[config.mk]
export PLATFORM = sky130hd
export DESIGN_NAME = bsn_boot_select
export DESIGN_NICKNAME = d
export VERILOG_FILES = /design/src/hw/bsn_pkg.sv /design/src/hw/bsn_boot_select.sv /design/src/hw/bsn_sync.sv
export SDC_FILE = /design/constraint.sdc
export NUM_CORES = 1
export LEC_CHECK = 0
export BUFFER_PORTS_ARGS = -buffer_cell sky130_fd_sc_hd__buf_2
export CAP_MARGIN = 25
export CORE_MARGIN = 2
export CORE_UTILIZATION = 45
export CTS_CLUSTER_DIAMETER = 200
export DETAILED_ROUTE_END_ITERATION = 10
export GPL_TIMING_DRIVEN = 0
export PLACE_DENSITY = 0.86
export SLEW_MARGIN = 0
export SYNTH_ARGS = -nofsm -noshare
export SYNTH_HDL_FRONTEND = slang
export SYNTH_SLANG_ARGS = --single-unit
[constraint.sdc]
create_clock -name clk -period 2.6 [get_ports clk]
set_input_delay 0.52 -clock clk [delete_from_list [all_inputs] [get_ports clk]]
set_output_delay 0.52 -clock clk [all_outputs]
set_load 0.01 [all_outputs]
[src/hw/bsn_pkg.sv]
// Purpose: Shared constants for the boot select and non-volatile config block
// Assumes: Single 20 MHz clock domain
// Notes: Bit indices of the non-volatile configuration word
package bsn_pkg;
  localparam int BSN_NV_BITS = 3;
  localparam int BSN_SEC_BIT = 0;
  localparam int BSN_BOOT_BIT = 1;
  localparam int BSN_SETTLE_CYCLES = 2;
  localparam logic [2:0] BSN_NV_RESET = 3'h0;
  localparam logic [31:0] BSN_BOOT_ADDR = 32'h00000000;
  localparam logic [31:0] BSN_ROM_BASE = 32'h00800000;
  localparam logic [31:0] BSN_FLASH_BASE = 32'h00400000;
  localparam logic [1:0] BSN_MAP_ROM = 2'h0;
  localparam logic [1:0] BSN_MAP_FLASH = 2'h1;
  typedef enum logic [2:0] {
    BSN_CMD_READ, BSN_CMD_PAGE_PROG, BSN_CMD_PAGE_ERASE, BSN_CMD_FULL_ERASE,
    BSN_CMD_LOCK, BSN_CMD_UNLOCK, BSN_CMD_PROTECT, BSN_CMD_NONE
  } bsn_cmd_t;
endpackage : bsn_pkg

[src/hw/bsn_boot_select.sv]
// Purpose: Non-volatile config bits, boot mapping, fast programming port gating
// Assumes: Pins are asynchronous; programmer handshake on req/ack levels
// Notes: Straps are sampled once the synchroniser has refilled after reset
// Function
// - Three non-volatile config bits, each set by command; bits 1 and 2 also cleared by command
// - Processor always fetches from address zero after reset
// - Bit 1 set maps flash at boot address, cleared maps ROM
// - Bit 1 zero shows ROM boot program at address zero
// - Unprogrammed default boots from ROM
// - Erase pin clears bit 1
// - Port accepts read, program, erases, lock, unlock, protect commands
// - Port reached over JTAG or handshaked parallel port
// - Security bit 0 blocks debug and programming port access
// - Security set by command only; cleared by erase pin then full erase
`timescale 1ns/1ps
module bsn_boot_select
  import bsn_pkg::*;
(
  input wire logic clk,
  input wire logic reset,
  input wire logic nv_set_req,
  input wire logic nv_clr_req,
  input wire logic [1:0] nv_bit_sel,
  input wire logic erase_pin,
  input wire logic test_strap_pin,
  input wire logic port_a_line_zero,
  input wire logic port_a_line_one,
  input wire logic jtag_sel,
  input wire logic par_req,
  input wire logic [2:0] par_cmd,
  input wire logic jtag_cmd_valid,
  input wire logic [2:0] jtag_cmd,
  output logic par_ack,
  output logic [2:0] nv_config_bits,
  output logic [1:0] boot_map,
  output logic [31:0] fetch_addr,
  output logic [31:0] boot_base,
  output logic fast_prog_mode,
  output logic access_blocked,
  output logic cmd_valid,
  output logic [2:0] cmd_code,
  output logic cmd_rejected
);
  logic erase_s, tst_s, pa0_s, pa1_s, preq_s;
  logic sampled_ff;
  logic [1:0] settle_ff;
  logic [2:0] nv_ff;
  logic erase_seen_ff;
  logic [1:0] map_ff;
  logic fpm_ff;
  logic ack_ff;
  logic cv_ff, rej_ff;
  logic [2:0] code_ff;
  logic take;
  bsn_cmd_t cmd_in;

  bsn_sync #(.W(5)) u_sync (
    .clk(clk),
    .reset(reset),
    .d({erase_pin, test_strap_pin, port_a_line_zero, port_a_line_one, par_req}),
    .q({erase_s, tst_s, pa0_s, pa1_s, preq_s})
  );

  ////////////////////////////////////////////////////////////////////////////
  // Non-volatile bits
  always_ff @(posedge clk or posedge reset) begin
    if (reset) begin
      nv_ff <= BSN_NV_RESET;
      erase_seen_ff <= 1'b0;
    end else begin
      if (nv_set_req && nv_bit_sel < 2'(BSN_NV_BITS)) begin
        nv_ff[nv_bit_sel] <= 1'b1;
      end else if (nv_clr_req && nv_bit_sel < 2'(BSN_NV_BITS)
                   && nv_bit_sel != 2'(BSN_SEC_BIT)) begin
        nv_ff[nv_bit_sel] <= 1'b0;
      end
      if (erase_seen_ff && take && cmd_in == BSN_CMD_FULL_ERASE) begin
        nv_ff[BSN_SEC_BIT] <= 1'b0;
        erase_seen_ff <= 1'b0;
      end
      // Erase pin seen in the same cycle as a full erase wins
      if (erase_s) begin
        nv_ff[BSN_BOOT_BIT] <= 1'b0;
        erase_seen_ff <= 1'b1;
      end
    end
  end
  assign nv_config_bits = nv_ff;

  ////////////////////////////////////////////////////////////////////////////
  // Reset-release sampling of mapping and straps
  always_ff @(posedge clk or posedge reset) begin
    if (reset) begin
      sampled_ff <= 1'b0;
      settle_ff <= 2'h0;
      map_ff <= BSN_MAP_ROM;
      fpm_ff <= 1'b0;
    end else if (!sampled_ff) begin
      // Synchroniser holds zeros through reset; wait until it shows the pins
      if (settle_ff != 2'(BSN_SETTLE_CYCLES)) begin
        settle_ff <= settle_ff + 2'h1;
      end else begin
        sampled_ff <= 1'b1;
        map_ff <= nv_ff[BSN_BOOT_BIT] ? BSN_MAP_FLASH : BSN_MAP_ROM;
        fpm_ff <= !tst_s && !pa0_s && !pa1_s;
      end
    end
  end
  assign boot_map = map_ff;
  assign boot_base = (map_ff == BSN_MAP_FLASH) ? BSN_FLASH_BASE : BSN_ROM_BASE;
  assign fetch_addr = BSN_BOOT_ADDR;
  assign fast_prog_mode = fpm_ff;
  assign access_blocked = nv_ff[BSN_SEC_BIT];

  ////////////////////////////////////////////////////////////////////////////
  // Fast programming port, JTAG or four-phase parallel handshake
  assign cmd_in = bsn_cmd_t'(jtag_sel ? jtag_cmd : par_cmd);
  assign take = fpm_ff && (jtag_sel ? jtag_cmd_valid : (preq_s && !ack_ff));
  always_ff @(posedge clk or posedge reset) begin
    if (reset) begin
      ack_ff <= 1'b0;
    end else if (!jtag_sel && fpm_ff) begin
      if (preq_s && !ack_ff) ack_ff <= 1'b1;
      else if (!preq_s) ack_ff <= 1'b0;
    end else begin
      ack_ff <= 1'b0;
    end
  end
  assign par_ack = ack_ff;

  always_ff @(posedge clk or posedge reset) begin
    if (reset) begin
      cv_ff <= 1'b0;
      rej_ff <= 1'b0;
      code_ff <= 3'h0;
    end else begin
      cv_ff <= 1'b0;
      rej_ff <= 1'b0;
      if (take) begin
        code_ff <= cmd_in;
        if (cmd_in == BSN_CMD_NONE) rej_ff <= 1'b1;
        else if (nv_ff[BSN_SEC_BIT] && cmd_in != BSN_CMD_FULL_ERASE) rej_ff <= 1'b1;
        else if (nv_ff[BSN_SEC_BIT] && !erase_seen_ff) rej_ff <= 1'b1;
        else cv_ff <= 1'b1;
      end
    end
  end
  assign cmd_valid = cv_ff;
  assign cmd_code = code_ff;
  assign cmd_rejected = rej_ff;

  ////////////////////////////////////////////////////////////////////////////
  // Checks
  a_erase_boot: assert property (@(posedge clk) disable iff (reset)
    erase_s |=> !nv_ff[BSN_BOOT_BIT]) else $error("erase left boot bit set");
  a_boot_map: assert property (@(posedge clk) disable iff (reset)
    $rose(sampled_ff) |-> (map_ff == BSN_MAP_FLASH) == $past(nv_ff[BSN_BOOT_BIT]))
    else $error("boot map mismatch");
  a_map_fixed: assert property (@(posedge clk) disable iff (reset)
    sampled_ff && $past(sampled_ff) |-> $stable(map_ff) && $stable(fpm_ff))
    else $error("map changed after release");
  a_rom_default: assert property (@(posedge clk) disable iff (reset)
    $rose(sampled_ff) && !$past(nv_ff[BSN_BOOT_BIT]) |-> boot_base == BSN_ROM_BASE)
    else $error("default not ROM");
  a_fetch_zero: assert property (@(posedge clk) disable iff (reset)
    fetch_addr == BSN_BOOT_ADDR) else $error("fetch not zero");
  a_sec_block: assert property (@(posedge clk) disable iff (reset)
    take && nv_ff[BSN_SEC_BIT] && cmd_in != BSN_CMD_FULL_ERASE |=> rej_ff && !cv_ff)
    else $error("secured access passed");
  a_sec_hold: assert property (@(posedge clk) disable iff (reset)
    nv_ff[BSN_SEC_BIT] && !erase_seen_ff |=> nv_ff[BSN_SEC_BIT])
    else $error("security cleared without erase");
  a_cmd_set: assert property (@(posedge clk) disable iff (reset)
    nv_set_req && nv_bit_sel == 2'h2 |=> nv_ff[2]) else $error("set failed");
  a_strap_mode: assert property (@(posedge clk) disable iff (reset)
    !sampled_ff && settle_ff == 2'(BSN_SETTLE_CYCLES) && !tst_s && !pa0_s && !pa1_s |=> fpm_ff)
    else $error("no prog mode");
  a_ack_cmd: assert property (@(posedge clk) disable iff (reset)
    take && !nv_ff[BSN_SEC_BIT] && cmd_in != BSN_CMD_NONE |=> cv_ff)
    else $error("command dropped");

  ////////////////////////////////////////////////////////////////////////////
  // Command port, boot base and config bit checks
  a_reject_none: assert property (@(posedge clk) disable iff (reset)
    take && cmd_in == BSN_CMD_NONE |=> rej_ff && !cv_ff)
    else $error("unknown command accepted");
  a_one_result: assert property (@(posedge clk) disable iff (reset)
    !(cv_ff && rej_ff)) else $error("accept and reject together");
  a_code_hold: assert property (@(posedge clk) disable iff (reset)
    !take |=> $stable(code_ff)) else $error("command code moved");
  a_no_mode_take: assert property (@(posedge clk) disable iff (reset)
    !fpm_ff |=> !cv_ff && !rej_ff) else $error("command outside prog mode");
  a_ack_rise: assert property (@(posedge clk) disable iff (reset)
    !jtag_sel && fpm_ff && preq_s && !ack_ff |=> ack_ff) else $error("ack missing");
  a_ack_fall: assert property (@(posedge clk) disable iff (reset)
    !jtag_sel && !preq_s |=> !ack_ff) else $error("ack stuck high");
  a_flash_base: assert property (@(posedge clk) disable iff (reset)
    map_ff == BSN_MAP_FLASH |-> boot_base == BSN_FLASH_BASE) else $error("flash base wrong");
  a_rom_base: assert property (@(posedge clk) disable iff (reset)
    map_ff == BSN_MAP_ROM |-> boot_base == BSN_ROM_BASE) else $error("rom base wrong");
  a_sec_noclr: assert property (@(posedge clk) disable iff (reset)
    nv_clr_req && !nv_set_req && nv_bit_sel == 2'(BSN_SEC_BIT) && !take
    |=> nv_ff[BSN_SEC_BIT] == $past(nv_ff[BSN_SEC_BIT])) else $error("security cleared by cmd");
  a_sec_set: assert property (@(posedge clk) disable iff (reset)
    nv_set_req && nv_bit_sel == 2'(BSN_SEC_BIT) && !take |=> nv_ff[BSN_SEC_BIT])
    else $error("security set failed");
  a_sec_erase_ok: assert property (@(posedge clk) disable iff (reset)
    take && cmd_in == BSN_CMD_FULL_ERASE && erase_seen_ff |=> cv_ff)
    else $error("full erase refused after erase pin");
  a_clr_bit: assert property (@(posedge clk) disable iff (reset)
    nv_clr_req && !nv_set_req && nv_bit_sel == 2'(BSN_BOOT_BIT) |=> !nv_ff[BSN_BOOT_BIT])
    else $error("clear failed");
  // Cover points for the main scenarios
  c_flash_boot: cover property (@(posedge clk) $rose(sampled_ff) && map_ff == BSN_MAP_FLASH);
  c_prog_mode: cover property (@(posedge clk) $rose(fpm_ff));
  c_par_cmd: cover property (@(posedge clk) $rose(par_ack));
  c_sec_clear: cover property (@(posedge clk) $fell(nv_ff[BSN_SEC_BIT]));
endmodule : bsn_boot_select

[src/hw/bsn_sync.sv]
// Purpose: Two-flop synchroniser for pin inputs
// Assumes: Async reset to zero
// Notes: First stage read only by second
`timescale 1ns/1ps
module bsn_sync #(
  parameter int W = 1
) (
  input wire logic clk,
  input wire logic reset,
  input wire logic [W-1:0] d,
  output logic [W-1:0] q
);
  logic [W-1:0] meta_ff;
  always_ff @(posedge clk or posedge reset) begin
    if (reset) begin
      meta_ff <= '0;
      q <= '0;
    end else begin
      meta_ff <= d;
      q <= meta_ff;
    end
  end
endmodule : bsn_sync

==> metrics <==
Setup Skew=0.003240 ns; Comb power frac=27.7%; Critical-path top delay cell=dfrtp_1; mux cell area share after synthesis=6.750%; vias per cell=3.634; nature of the critical path endpoint=output pin; die width=61.76 um; simple-gate share of the synthesized area=9.250%; Tmin final=1.541 ns; RSZ-0062 raised after global routing=false; # DRC=0; post-synthesis instance area=0.001501 sq mm; Compound-Gate Fraction of Synth Area=5.917%; Cell variety after synth=34; Leak=1.184 nW; most frequent cells in the layout=buf_4, conb_1, buf_2; count of final setup violators=0; clk sinks=25; #FFs+latches synth=25; Worst path max stage delay=0.44 ns; maximum operating frequency=0.6489 GHz; post_cts resized=0; Die H=61.76 um; sequential share of the synthesized area=41.67%; initial core utilization=48.39%; Final nets=256; CTS Hold Buffers Added=0; Worst-path clk slew=0.12 ns; M1 GR Usage=11.64%; most common cell after layout, fill and taps aside=buf_4; All-Layer GR Usage=11.46%; initial drt markers=31; global-route wire length before repair=3243 um; post-route worst setup slack=1.059 ns; Flop pwr share=52.4%; main combinational cell family by area after synthesis=buffers and inverters; max_slew headroom=40.30%; Synth Flop Type=dfrtp_1; row count=20; Root Driver=clkbuf_4; CTS Buf Count=3; Mapped Cells=137; vias in the first global route=817; met2 global-route usage=21.80%; vias after detailed routing=1014; endpoints failing hold=0; CTS max path bufs=2; Clk pwr share=19.9%; Layout fillers=282; TNS Setup=0 ns; Async SR Flop Fraction=100.0%; total routed wirelength=2273 um; drt first pass iters=3; syn avg cell area=10.96 sq um; Post-synth EDFFs=0; startpoint types=flip-flop; CORE AREA=0.003103 sq mm; critical path fanouts, max=5; met3 Use GR=4.555%; die area=0.003814 sq mm; Pint=0.5972 mW; Power Dens Cells=414.3 mW/mm^2; YS warnings=0; Sequential Area=625.6 sq um; placed cell areas=0.001949 sq mm; H-tree depth=1; layout cells sized above 1=48.94%; Final GP Congestion=0.8014; Finished Layout Cells=279; Worst-Margin Slew=0.8945 ns; initial antenna violation count=0; area of the multi-input gates=586.8 sq um; hold slack=0.3047 ns; I/O pin cnt=96; post-route ant nets=0; Sw Pwr=0.2218 mW; max cap viols=0; average wire per standard cell=8.147 um; post-synthesis xor/xnor area fraction=0.5833%; Post-Route Utilization=63.71%; Hold WC Path Type=in -> reg; Port Buf Inserts=32; Design Area, Final=0.001977 sq mm; Area Overhead vs Synth=31.67%; total power=0.8190 mW; largest net degree at the start of global routing=26; Placed Cells=275; critical setup path kind=reg -> out; crit path DAT=1.02 ns; gr ovfl total=0; worst skew pair latency=0.31 ns; CP Cell Sequence=buf_4 > buf_2; switching share of power=27.08%; post-CTS setup buffer count=0; part of the cycle the worst path needs=59.27%; count of pins over their slew limit=0; post-place setup slack=1.032 ns; outcome=complete, no violations; WP data required=2.08 ns; gr busiest metal=met2; ant diodes=0; Worst VDD drop=334.2 uV; post-synthesis adder-cell area fraction=0.8333%; Final HPWL DP=1959 um; CTS tree=yes
-- worst max-delay path, delay by kind of cell, from the launching register on --
family	cells	cell delay (ns)
buffers and inverters	2	0.28
DFF	1	0.44
-- power by group through the flow --
| stage | Sequential [mW] | Combinational (mW) | Clock (mW) |
|---|---|---|---|
| after global routing | 0.433 | 0.250 | 0.190 |
| after detailed placement | 0.438 | 0.223 | 0 |
| after floorplan | 0.447 | 0.166 | 0 |
| after global placement | 0.437 | 0.220 | 0 |
| after CTS | 0.430 | 0.224 | 0.173 |
| final | 0.429 | 0.227 | 0.163 |
-- path summary, 6_finish.rpt --
path                                   startpoint           endpoint  slack (ns)  cells after the start
worst max register to register     fast_prog_mode        cmd_code[1]        1.30                      3
worst min-delay path                      par_req  u_sync.meta_ff[0]        0.30                      1
worst max-delay path            nv_config_bits[0]  nv_config_bits[0]        1.06                      2
max in group asynchronous                   reset        boot_map[0]        1.68                      2
worst min register to register  u_sync.meta_ff[3]        u_sync.q[3]        0.36                      0
min in group asynchronous                   reset  u_sync.meta_ff[2]        0.38                      2
-- sequential cells by signal (all words and copies together), names as in the netlist, 2 cells and up, named ones only --
register,count
u_sync.meta_ff,5
u_sync.q,5
cmd_code,3
nv_config_bits,2
settle_ff,2
-- logic make-up after synthesis --
| group | count (synthesis) |
|---|---|
| muxes | 7 |
| other | 1 |
| and+or+nand+nor | 18 |
| xor gates and xnor gates | 1 |
| AOI/OAI and AO/OA | 12 |
| adders and majority gates | 1 |
| DFF | 25 |
| buffers and inverters | 72 |
-- per-layer routing --
metal	up-vias	wire length [um]	part of all wire, %
li1	517	-	-
met5	-	0	0
met1	449	784	34
met4	0	12	0.53
met3	4	225	9.9
met2	44	1250	55
-- cells in the mapped netlist (2+ instances only) --
master,count,area share (%)
and4b_1,2,1.3
o21ai_0,2,0.67
buf_4,65,33
dfrtp_1,25,42
mux2_4,6,6.0
and4bb_2,2,1.7
nand2_1,3,0.75
a21boi_0,2,1.0
inv_1,5,1.3
-- final cells by class --
cell class | instances | share of cell area (%)
tap | 44 | 2.785
multi-input combinational | 102 | 29.68
buffer | 67 | 25.44
timing repair buffer | 32 | 8.101
clock buffer | 3 | 1.139
sequential | 25 | 31.65
inverter | 5 | 0.9494
clock inverter | 1 | 0.2532
Power figures use the tool's default switching activity.
